--- src/pkg/mcr_cfg.svh ---
`ifndef MCR_CFG_SVH
`define MCR_CFG_SVH

// register byte offsets
`define MCR_OFF_BLK_COUNT 8'h00
`define MCR_OFF_BLK_REM 8'h04
`define MCR_OFF_RX_DATA 8'h08
`define MCR_OFF_TX_DATA 8'h0c
`define MCR_OFF_CMD 8'h10
`define MCR_OFF_ARG 8'h14
`define MCR_OFF_BLOCK_LENGTH_BYTES 8'h18
`define MCR_OFF_STATUS 8'h1c

// reset values
`define MCR_BLK_REM_RST 16'h0fff
`define MCR_BLOCK_LENGTH_BYTES_RST 12'h200

// command register fields
`define MCR_CMD_MASK 32'h0001_ffbf
`define MCR_CMD_DMA_BIT 16
`define MCR_CMD_READY_FLAG_CLEAR_BIT 15
`define MCR_CMD_WDATX_BIT 13
`define MCR_CMD_STRM_BIT 12
`define MCR_CMD_DTRW_BIT 11
`define MCR_CMD_STOP_INDEX 6'h0c

// status register fields
`define MCR_ST_RX_READY_BIT 0
`define MCR_ST_TX_READY_BIT 1
`define MCR_ST_ACTIVE_BIT 2

// bus answers
`define MCR_RESP_OKAY 2'b00
`define MCR_RESP_SLVERR 2'b10

`endif

--- src/pkg/mcr_pkg.sv ---
package mcr_pkg;

    typedef logic [3:0][7:0] mcr_word_t;

    // command and argument handed to the card link
    typedef struct packed {
        logic [31:0] word;
        logic [31:0] arg;
    } mcr_cmd_t;

    typedef struct packed {
        mcr_word_t [1:0] mem;
        logic wr_ptr;
        logic rd_ptr;
        logic [1:0] count;
    } mcr_buf_t;

    typedef struct packed {
        logic aw_have;
        logic [7:0] awaddr;
        logic w_have;
        logic [31:0] wdata;
        logic [3:0] wstrb;
        logic bvalid;
        logic [1:0] bresp;
        logic rvalid;
        logic [31:0] rdata;
        logic [1:0] rresp;
        logic [15:0] blk_count;
        logic [15:0] blk_rem;
        logic [11:0] block_length_bytes;
        logic [31:0] arg;
        logic [31:0] cmd;
        mcr_word_t rx_word;
        mcr_word_t tx_word;
        logic rx_ready;
        logic tx_ready;
        logic tx_full;
        logic active;
        logic dir_wr;
        logic infinite;
        logic [1:0] lane;
        logic [11:0] byte_cnt;
        mcr_word_t asm_word;
        logic asm_valid;
        logic cmd_start;
        logic data_done;
    } mcr_state_t;

endpackage

--- src/design/mcr_buf2.sv ---
module mcr_buf2 (
    // clock and reset
    input wire logic aclk,
    input wire logic aresetn,
    // filling side
    input wire logic in_valid,
    output logic in_ready,
    input wire mcr_pkg::mcr_word_t in_data,
    // draining side
    output logic out_valid,
    input wire logic out_ready,
    output mcr_pkg::mcr_word_t out_data
);
    import mcr_pkg::*;

    mcr_buf_t s, n;

    assign in_ready = (s.count != 2'd2);
    assign out_valid = (s.count != 2'd0);
    assign out_data = s.mem[s.rd_ptr];

    always_comb begin
        n = s;
        if (in_valid && in_ready) begin
            n.mem[s.wr_ptr] = in_data;
            n.wr_ptr = ~s.wr_ptr;
        end
        if (out_valid && out_ready) begin
            n.rd_ptr = ~s.rd_ptr;
        end
        case ({in_valid && in_ready, out_valid && out_ready})
            2'b10: n.count = s.count + 2'd1;
            2'b01: n.count = s.count - 2'd1;
            default: n.count = s.count;
        endcase
    end

    always_ff @(posedge aclk) begin
        if (!aresetn) begin
            s <= '0;
        end else begin
            s <= n;
        end
    end
endmodule

--- src/design/mcr_regs.sv ---
`include "mcr_cfg.svh"

module mcr_regs (
    // clock and reset
    input wire logic aclk,
    input wire logic aresetn,
    // axi4-lite write
    input wire logic awvalid,
    output logic awready,
    input wire logic [7:0] awaddr,
    input wire logic wvalid,
    output logic wready,
    input wire logic [31:0] wdata,
    input wire logic [3:0] wstrb,
    output logic bvalid,
    input wire logic bready,
    output logic [1:0] bresp,
    // axi4-lite read
    input wire logic arvalid,
    output logic arready,
    input wire logic [7:0] araddr,
    output logic rvalid,
    input wire logic rready,
    output logic [31:0] rdata,
    output logic [1:0] rresp,
    // command launch towards the card link
    output mcr_pkg::mcr_cmd_t cmd_issue,
    output logic cmd_start,
    // card receive byte stream
    input wire logic card_rx_valid,
    output logic card_rx_ready,
    input wire logic [7:0] card_rx_byte,
    // card transmit byte stream
    output logic card_tx_valid,
    input wire logic card_tx_ready,
    output logic [7:0] card_tx_byte,
    // transfer progress and dma events
    output logic data_done,
    output logic dma_rx_event,
    output logic dma_tx_event
);
    import mcr_pkg::*;

    mcr_state_t s, n;
    logic do_wr, cmd_wr, rd_take, byte_go, last_byte, word_end;
    logic buf_in_ready, buf_out_valid, buf_out_ready;
    logic [11:0] block_length_bytes_wr;
    mcr_word_t buf_out_data;

    function automatic logic [31:0] merge(input logic [31:0] old,
                                          input logic [31:0] nw,
                                          input logic [3:0] strb);
        logic [31:0] r;
        r = old;
        for (int i = 0; i < 4; i++) begin
            if (strb[i]) begin
                r[8*i +: 8] = nw[8*i +: 8];
            end
        end
        return r;
    endfunction

    // length field after strobes; upper bits are reserved and dropped
    assign block_length_bytes_wr = 12'(merge({20'h0, s.block_length_bytes}, s.wdata, s.wstrb));

    assign awready = !s.aw_have;
    assign wready = !s.w_have;
    assign bvalid = s.bvalid;
    assign bresp = s.bresp;
    assign arready = !s.rvalid;
    assign rvalid = s.rvalid;
    assign rdata = s.rdata;
    assign rresp = s.rresp;
    assign cmd_issue.word = s.cmd;
    assign cmd_issue.arg = s.arg;
    assign cmd_start = s.cmd_start;
    assign data_done = s.data_done;

    assign do_wr = s.aw_have && s.w_have && !s.bvalid;
    assign cmd_wr = do_wr && (s.awaddr == `MCR_OFF_CMD);
    assign rd_take = arvalid && arready;
    assign card_rx_ready = s.active && !s.dir_wr && !s.asm_valid;
    assign card_tx_valid = s.active && s.dir_wr && s.tx_full;
    assign card_tx_byte = s.tx_word[s.lane];
    assign byte_go = (card_rx_valid && card_rx_ready)
                  || (card_tx_valid && card_tx_ready);
    // block length sets bytes per block
    assign last_byte = (s.byte_cnt == s.block_length_bytes - 12'd1);
    assign word_end = (s.lane == 2'd3) || last_byte;
    assign buf_out_ready = !s.rx_ready;
    assign dma_rx_event = s.cmd[`MCR_CMD_DMA_BIT] && s.rx_ready;
    assign dma_tx_event = s.cmd[`MCR_CMD_DMA_BIT] && s.tx_ready
                       && s.active && s.dir_wr;

    mcr_buf2 u_rx_buf (
        .aclk(aclk),
        .aresetn(aresetn),
        .in_valid(s.asm_valid),
        .in_ready(buf_in_ready),
        .in_data(s.asm_word),
        .out_valid(buf_out_valid),
        .out_ready(buf_out_ready),
        .out_data(buf_out_data)
    );

    always_comb begin
        n = s;
        n.cmd_start = 1'b0;
        n.data_done = 1'b0;
        if (awvalid && awready) begin
            n.aw_have = 1'b1;
            n.awaddr = awaddr;
        end
        if (wvalid && wready) begin
            n.w_have = 1'b1;
            n.wdata = wdata;
            n.wstrb = wstrb;
        end
        if (s.bvalid && bready) begin
            n.bvalid = 1'b0;
        end
        if (s.rvalid && rready) begin
            n.rvalid = 1'b0;
        end
        if (do_wr) begin
            n.aw_have = 1'b0;
            n.w_have = 1'b0;
            n.bvalid = 1'b1;
            n.bresp = `MCR_RESP_OKAY;
            case (s.awaddr)
                `MCR_OFF_BLK_COUNT: begin
                    n.blk_count = 16'(merge({16'h0, s.blk_count},
                                            s.wdata, s.wstrb));
                end
                `MCR_OFF_RX_DATA: begin
                    n.rx_word = merge(s.rx_word, s.wdata, s.wstrb);
                end
                `MCR_OFF_TX_DATA: begin
                    n.tx_word = merge(s.tx_word, s.wdata, s.wstrb);
                    n.tx_full = 1'b1;
                    n.tx_ready = 1'b0;
                end
                `MCR_OFF_ARG: begin
                    n.arg = merge(s.arg, s.wdata, s.wstrb);
                end
                `MCR_OFF_BLOCK_LENGTH_BYTES: begin
                    if (block_length_bytes_wr != 12'h0) begin
                        n.block_length_bytes = block_length_bytes_wr;
                    end
                end
                `MCR_OFF_CMD: begin
                    n.cmd = merge(s.cmd, s.wdata, s.wstrb) & `MCR_CMD_MASK;
                    n.cmd_start = 1'b1;
                    if (n.cmd[`MCR_CMD_READY_FLAG_CLEAR_BIT]) begin
                        n.rx_ready = 1'b0;
                        n.tx_ready = 1'b0;
                    end
                    if (n.cmd[`MCR_CMD_WDATX_BIT]) begin
                        n.blk_rem = s.blk_count;
                        n.active = 1'b1;
                        n.dir_wr = n.cmd[`MCR_CMD_DTRW_BIT];
                        n.infinite = n.cmd[`MCR_CMD_STRM_BIT]
                                  || (s.blk_count == 16'h0);
                        n.lane = 2'd0;
                        n.byte_cnt = 12'd0;
                        n.asm_word = '0;
                        n.asm_valid = 1'b0;
                        if (n.dir_wr && !s.tx_full) begin
                            n.tx_ready = 1'b1;
                        end
                    end else if (n.cmd[5:0] == `MCR_CMD_STOP_INDEX) begin
                        n.active = 1'b0;
                    end
                end
                `MCR_OFF_BLK_REM, `MCR_OFF_STATUS: begin
                    n.bresp = `MCR_RESP_OKAY;
                end
                default: n.bresp = `MCR_RESP_SLVERR;
            endcase
        end
        if (rd_take) begin
            n.rvalid = 1'b1;
            n.rresp = `MCR_RESP_OKAY;
            n.rdata = 32'h0;
            case (araddr)
                `MCR_OFF_BLK_COUNT: n.rdata = {16'h0, s.blk_count};
                `MCR_OFF_BLK_REM: n.rdata = {16'h0, s.blk_rem};
                `MCR_OFF_RX_DATA: begin
                    n.rdata = s.rx_word;
                    n.rx_ready = 1'b0;
                end
                `MCR_OFF_TX_DATA: n.rdata = s.tx_word;
                `MCR_OFF_ARG: n.rdata = s.arg;
                `MCR_OFF_BLOCK_LENGTH_BYTES: n.rdata = {20'h0, s.block_length_bytes};
                `MCR_OFF_CMD: n.rdata = s.cmd;
                `MCR_OFF_STATUS: begin
                    n.rdata[`MCR_ST_RX_READY_BIT] = s.rx_ready;
                    n.rdata[`MCR_ST_TX_READY_BIT] = s.tx_ready;
                    n.rdata[`MCR_ST_ACTIVE_BIT] = s.active;
                end
                default: n.rresp = `MCR_RESP_SLVERR;
            endcase
        end
        if (s.asm_valid && buf_in_ready) begin
            n.asm_valid = 1'b0;
            n.asm_word = '0;
        end
        // buffered word moves to receive register
        if (buf_out_valid && buf_out_ready) begin
            n.rx_word = buf_out_data;
            n.rx_ready = 1'b1;
        end
        if (byte_go) begin
            n.lane = s.lane + 2'd1;
            n.byte_cnt = s.byte_cnt + 12'd1;
            if (!s.dir_wr) begin
                // byte placed by lane, first byte lowest
                n.asm_word[s.lane] = card_rx_byte;
                n.asm_valid = word_end;
            end else if (word_end
                         && !(do_wr && s.awaddr == `MCR_OFF_TX_DATA)) begin
                // outgoing word consumed, ask for next
                n.tx_full = 1'b0;
                n.tx_ready = 1'b1;
            end
            if (last_byte) begin
                n.lane = 2'd0;
                n.byte_cnt = 12'd0;
                n.data_done = 1'b1;
                if (!s.infinite) begin
                    n.blk_rem = s.blk_rem - 16'd1;
                    // stop after the last counted block
                    if (s.blk_rem == 16'd1) begin
                        n.active = 1'b0;
                    end
                end
            end
        end
    end

    always_ff @(posedge aclk) begin
        if (!aresetn) begin
            s <= '0;
            s.blk_rem <= `MCR_BLK_REM_RST;
            s.block_length_bytes <= `MCR_BLOCK_LENGTH_BYTES_RST;
        end else begin
            s <= n;
        end
    end
endmodule

--- config.mk ---
export PLATFORM = sky130hd
export DESIGN_NAME = mcr_regs
export DESIGN_NICKNAME = d
export VERILOG_FILES = /design/src/pkg/mcr_pkg.sv /design/src/design/mcr_buf2.sv /design/src/design/mcr_regs.sv
export VERILOG_INCLUDE_DIRS = /design/src /design/src/pkg
export SDC_FILE = /design/constraint.sdc
export NUM_CORES = 1
export LEC_CHECK = 0
export BUFFER_PORTS_ARGS = -buffer_cell sky130_fd_sc_hd__buf_2
export CAP_MARGIN = 10
export CORE_UTILIZATION = 40
export CTS_CLUSTER_SIZE = 40
export DETAILED_ROUTE_END_ITERATION = 8
export GPL_TIMING_DRIVEN = 0
export PLACE_DENSITY_LB_ADDON = 0.1
export SLEW_MARGIN = 20
export SYNTH_ARGS = -nofsm -noshare
export SYNTH_HDL_FRONTEND = slang
export SYNTH_SLANG_ARGS = --single-unit
--- constraint.sdc ---
create_clock -name aclk -period 2.44 [get_ports aclk]
set_clock_uncertainty 0.15 [all_clocks]
set_input_delay 0.122 -clock aclk [delete_from_list [all_inputs] [get_ports aclk]]
set_output_delay 0.122 -clock aclk [all_outputs]
set_load 0.03 [all_outputs]
* Yosys cells after proc, flatten, opt, wreduce, memory -nomap -nowiden
Cells that the tools add are included.
** Cells by class
- Reductions and logical operators :: 79
- Bitwise gates (word level) :: 3
- Order comparisons :: 5
- Mux-type cells :: 77
- Add/sub/neg operators :: 6
- Eq/ne operators :: 23
** Operators by type and width (number)
- $mux 32 :: 7
- $mux 210 :: 1
- $pmux 29 s7 :: 1
- $mux 8 :: 21
- $mux 16 :: 5
- $mux 33 :: 2
- $bwmux 64 :: 1
- $eq 8x5->1 const B :: 8
- $reduce_and 3->1 :: 20
- $mux 51 :: 1
- $mux 49 :: 1
- $mux 47 :: 1
- $mux 35 :: 1
- $bwmux 32 :: 1
- $demux 32 s1 :: 1
- $eq 8x4->1 const B :: 4
- $reduce_bool 2->1 :: 13
- $logic_and 1x1->1 :: 24
- $mux 12 :: 2
- $pmux 3 s8 :: 1
- $mux 17 :: 1
- $bmux 8 s2 :: 1
- $demux 8 s2 :: 1
- $eq 16x1->1 const B :: 1
- other kinds (32) :: 73
** Word-level totals
- Output and inout bits :: 119
- Flip-flop bits (word level) :: 363

* Longest topological paths before layout
- Word-level depth :: 12
- Depth in mapped cells :: 12

* By module
Synthesis repeated with hierarchy kept, for this count alone.
** Unflattened totals
- Cell total of the unflattened synthesis :: 2120
- Area, all modules :: 17475.5 sq um
** By module, submodules not included
- mcr_regs :: area an instance 14426.3 sq um, instances 1, cells an instance 1820, seq. area each 5865.6 sq um
- mcr_buf2 :: area an instance 3049.2 sq um, instances 1, cells an instance 300, seq. area each 1361.3 sq um

* Worst setup path after synthesis
Ideal clock, no wire load.
- Kind :: register to register
- Start :: reg s[183] (netlist name)
- End :: reg s[208] (netlist name)
- Data arrival time :: 2.429 ns
- Slack :: -0.256 ns
- Clock period less this slack :: 2.696 ns
- Cell stages (with the launch flop) :: 11
- Path buffers :: 1
- Cell sequence :: dfxtp_1 > inv_1 > ha_1 > buf_2 > nor4b_4 > a2111o_1 > o211ai_1 > a31oi_4 > nor4_2 > mux2_2 > o211a_1
** Between the ends
- Longest elaborated chain between the ends :: 4
** RTL lines
- start: declaration :: RTL line mcr_regs.sv:44 : mcr_state_t s, n;
- start signal: assignment :: RTL line mcr_regs.sv:247 : s <= n;
- $sub 12x1->12 :: RTL line mcr_regs.sv:88 : assign last_byte = (s.byte_cnt == s.block_length_bytes - 12'd1);
- $eq 12x12->1 :: RTL line mcr_regs.sv:88
- $mux 16 :: RTL line mcr_regs.sv:226 : if (last_byte) begin
- $mux 16 :: RTL line mcr_regs.sv:213 : if (byte_go) begin
No other way between the ends.
A chain may end at the register's enable or synchronous reset.

* Worst setup path in the final report
- Start :: reg s[183] (netlist name)
- End :: reg s[39] (netlist name)
** Between the ends
- Longest elaborated chain between the ends :: 4
** RTL lines (RTL line)
- $sub 12x1->12 :: mcr_regs.sv:88
- $eq 12x12->1 :: mcr_regs.sv:88
- $mux 14 :: mcr_regs.sv:226
- $mux 47 :: mcr_regs.sv:213
No other way between the ends.

==> impl_metrics.csv <==
group,metric,value,unit
floorplan,initial_core_util,0.408,
sta,worst_pin_slew,1160,ps
sta,finalCriticalPeriod,2720,ps
clock_tree,htreeDepth,2,
run_status,status,"finished, violations left",
floorplan,ios,188,
power_and_ir_drop,switching_share,0.275,
power_and_ir_drop,max-vdd-ir-drop,0.000548,V
power_and_ir_drop,power,0.0148,W
synthesis,synthDistinctLibCells,83,
sta,slew-limit-headroom,0.228,
global_routing,antenna_found_initial,0,
placed_design,place_hpwl,49100,um
route,via_count,17024,
power_and_ir_drop,switching_power,0.00407,W
floorplan,die_w,209,um
clock_tree,max-clock-path-buffers,3,
final_layout,antenna_cells,0,
sta,fin_crit_sh,1.12,
power_and_ir_drop,power_density,651,nW/um^2
synthesis,syn_inst,2122,
global_routing,grt_max_degree,13,
critical_path,crit_path_end_kind,"flip-flop",
sta,finalWorstSetupSlack,-281,ps
placed_design,gp_congestion,0.998,
synthesis,yosysWarnings,0,
critical_path,path_class,"flip-flop to flip-flop",
global_routing,grt_pass1_wl,99600,um
placed_design,io_buffers,168,
run_status,failed_checks,"DRC, setup timing",
route,detail-route-antenna-nets,0,
global_routing,grtUsageTotal,0.303,
floorplan,dieArea,43800,um^2
synthesis,ys_seq_area_frac,0.421,
critical_path,rrSetupSlack,-280,ps
sta,clock.fmax,367,MHz
synthesis,synth_edf_count,0,
synthesis,syn_avg_cell_area,8.09,um^2
synthesis,synthesis.area,17200,um^2
floorplan,fp-row-count,75,
sta,slew_violations,0,
power_and_ir_drop,clockPowerShare,0.442,
clock_tree,insertion_delay,580,ps
synthesis,synth_seq_cells,361,
power_and_ir_drop,internal_power,0.0107,W
route,drt_iter0_markers,1590,
route,avgRoutedWirePerCell,22.5,um
sta,hold_viol_final,0,
final_layout,drive_gt1_frac,0.296,
placed_design,place_ws,-759,ps
route,viasPerCell,5.61,
job,drv_cap,0,
clock_tree,numCtsBuffers,42,
critical_path,critPathArrivalTime,3040,ps
power_and_ir_drop,p_leak,8.51,nW
clock_tree,clk_pin_slew_worst_paths,60,ps
final_layout,layout.nets,2544,
synthesis,synth_ff_type,"dfxtp_1",
sta,rsz0062_at_grt,"yes",
sta,finalSetupViolations,122,
sta,fin_hold_ws,71.4,ps
synthesis,async_flop_share,0,
route,detail_route.first_pass.iterations,9,
global_routing,grt.overflow.total,0,
critical_path,required,2760,ps
final_layout,layout_commonest_cell,"nand2_1",
floorplan,dieHeight,209,um
route,remaining_drc_errors,22,
critical_path,worstPathMaxFanout,5,
route,routed_wl,68200,um
power_and_ir_drop,comb_power_share,0.126,
final_layout,final_cell_mix,"nand2_1 (376), dfxtp_1 (352), a21oi_1 (229)",
floorplan,coreArea,42100,um^2
clock_tree,clock_sink_count,361,
final_layout,area_growth,32.3,%
hold_path,hp-class,"primary input to flip-flop",
power_and_ir_drop,p_seq_frac,0.432,
global_routing,grt_pass1_vias,15609,
clock_tree,cts_root_buf,"clkbuf_16",
clock_tree,cts_tree,"built",
critical_path,setup.worst_path.start_class,"flip-flop",
power by group through the flow:
stage | Clock, W | Sequential, W | Combinational, W
6_report | 0.00654 | 0.00640 | 0.00186
2_1_floorplan | 0 | 0.00633 | 0.000989
3_5_place_dp | 0 | 0.00647 | 0.00139
5_1_grt | 0.00681 | 0.00640 | 0.00198
4_1_cts | 0.00659 | 0.00637 | 0.00174
3_3_place_gp | 0 | 0.00647 | 0.00138
metal layers:
layer  vias up  share of wire  global-route usage
met5         -              0                   0
met4         0          0.031              0.0979
met3       114          0.085              0.0546
met2       748           0.45               0.477
met1      8205           0.43               0.418
li1       7957              -                   -
kinds of logic (layout without fill, tap and decap cells):
| kind of cell | after synthesis | in the layout | synth area share |
|---|---|---|---|
| buf+inv | 280 | 638 | 0.0890 |
| flops | 361 | 361 | 0.421 |
| compound gates | 490 | 490 | 0.179 |
| other cells | 1 | 18 | 0.000218 |
| simple gates | 855 | 855 | 0.224 |
| xor+xnor | 23 | 23 | 0.0117 |
| fa+ha+maj | 9 | 9 | 0.00656 |
| mux | 103 | 103 | 0.0682 |
worst max-delay path: stages, from the launching register on:
cell	delay (ps)
dfxtp_4	390
inv_4	50
ha_4	180
nor2b_4	130
or3_4	340
a31oi_4	220
nand4_2	230
o311ai_4	480
buf_4	200
o21ai_0	80
a21o_1	180
cell usage after synthesis (8+ instances only):
master      n  area [um^2]
a21o_1     13         97.6
or3_1       9         56.3
dfxtp_1   361         7230
a21oi_1   280         1400
buf_2      20          100
nand2_1   452         1700
xor2_1      9         78.8
mux2i_1    84          841
buf_1      11         41.3
nor2_1    166          623
a211oi_1   45          338
mux2_2      8         90.1
inv_1      15         56.3
and3_1     19          119
a222oi_1   20          200
buf_4     106          796
nand3_1    97          485
a22oi_1    21          158
clkbuf_1  118          443
mux4_2     10          225
o21ai_0    39          195
nor4_1     13         81.3
xnor2_1    14          123
nor2b_1     9         56.3
and2_1     10         62.6
a211oi_2    8          100
nor3_1     24          120
ha_1        9          113
stage by stage:
step,setup TNS [ps],utilization,std cells,cell area [um^2]
finish,-9610,0.539,3036,22700
detailed placement,-75210,0.446,2846,18800
global placement,-74200,0.446,2846,18800
CTS,-12550,0.522,3023,22000
floorplan,-131,-,2139,17300
global route,-20720,0.539,3036,22700
path summary, 6_finish.rpt:
check / start / endpoint / cells past startpoint
max: s[183] / s[39] / 10
min: araddr[5] / rdata[5] / 5
max reg2reg: s[183] / s[39] / 10
min reg2reg: rdata[1] / rdata[1] / 2
cell type report:
cell class	instances	area, um^2
Buffer	252	1540
Clock buffer	57	1170
Clock inverter	18	238
Fill cell	4048	19400
Inverter	16	62.6
Multi-Input combinational cell	1498	9640
Sequential cell	361	7240
Tap cell	539	674
Timing Repair Buffer	295	2150
sequential cells by signal, summed over array words and instances (netlist names):
signal,count
s,207
u_rx_buf.s,68
cmd_start,1
data_done,1
bvalid,1
bresp,1
cmd_issue,48
rvalid,1
rresp,1
rdata,32
timing repair:
action	CTS	global route
pin swaps	102	72
hold endpoints to repair	89	0
gates cloned	5	4
setup endpoints to repair	216	197
resized for setup	229	158
hold buffers	62	0
setup buffers	40	16
No activity file was read; power rests on OpenSTA's default activity.
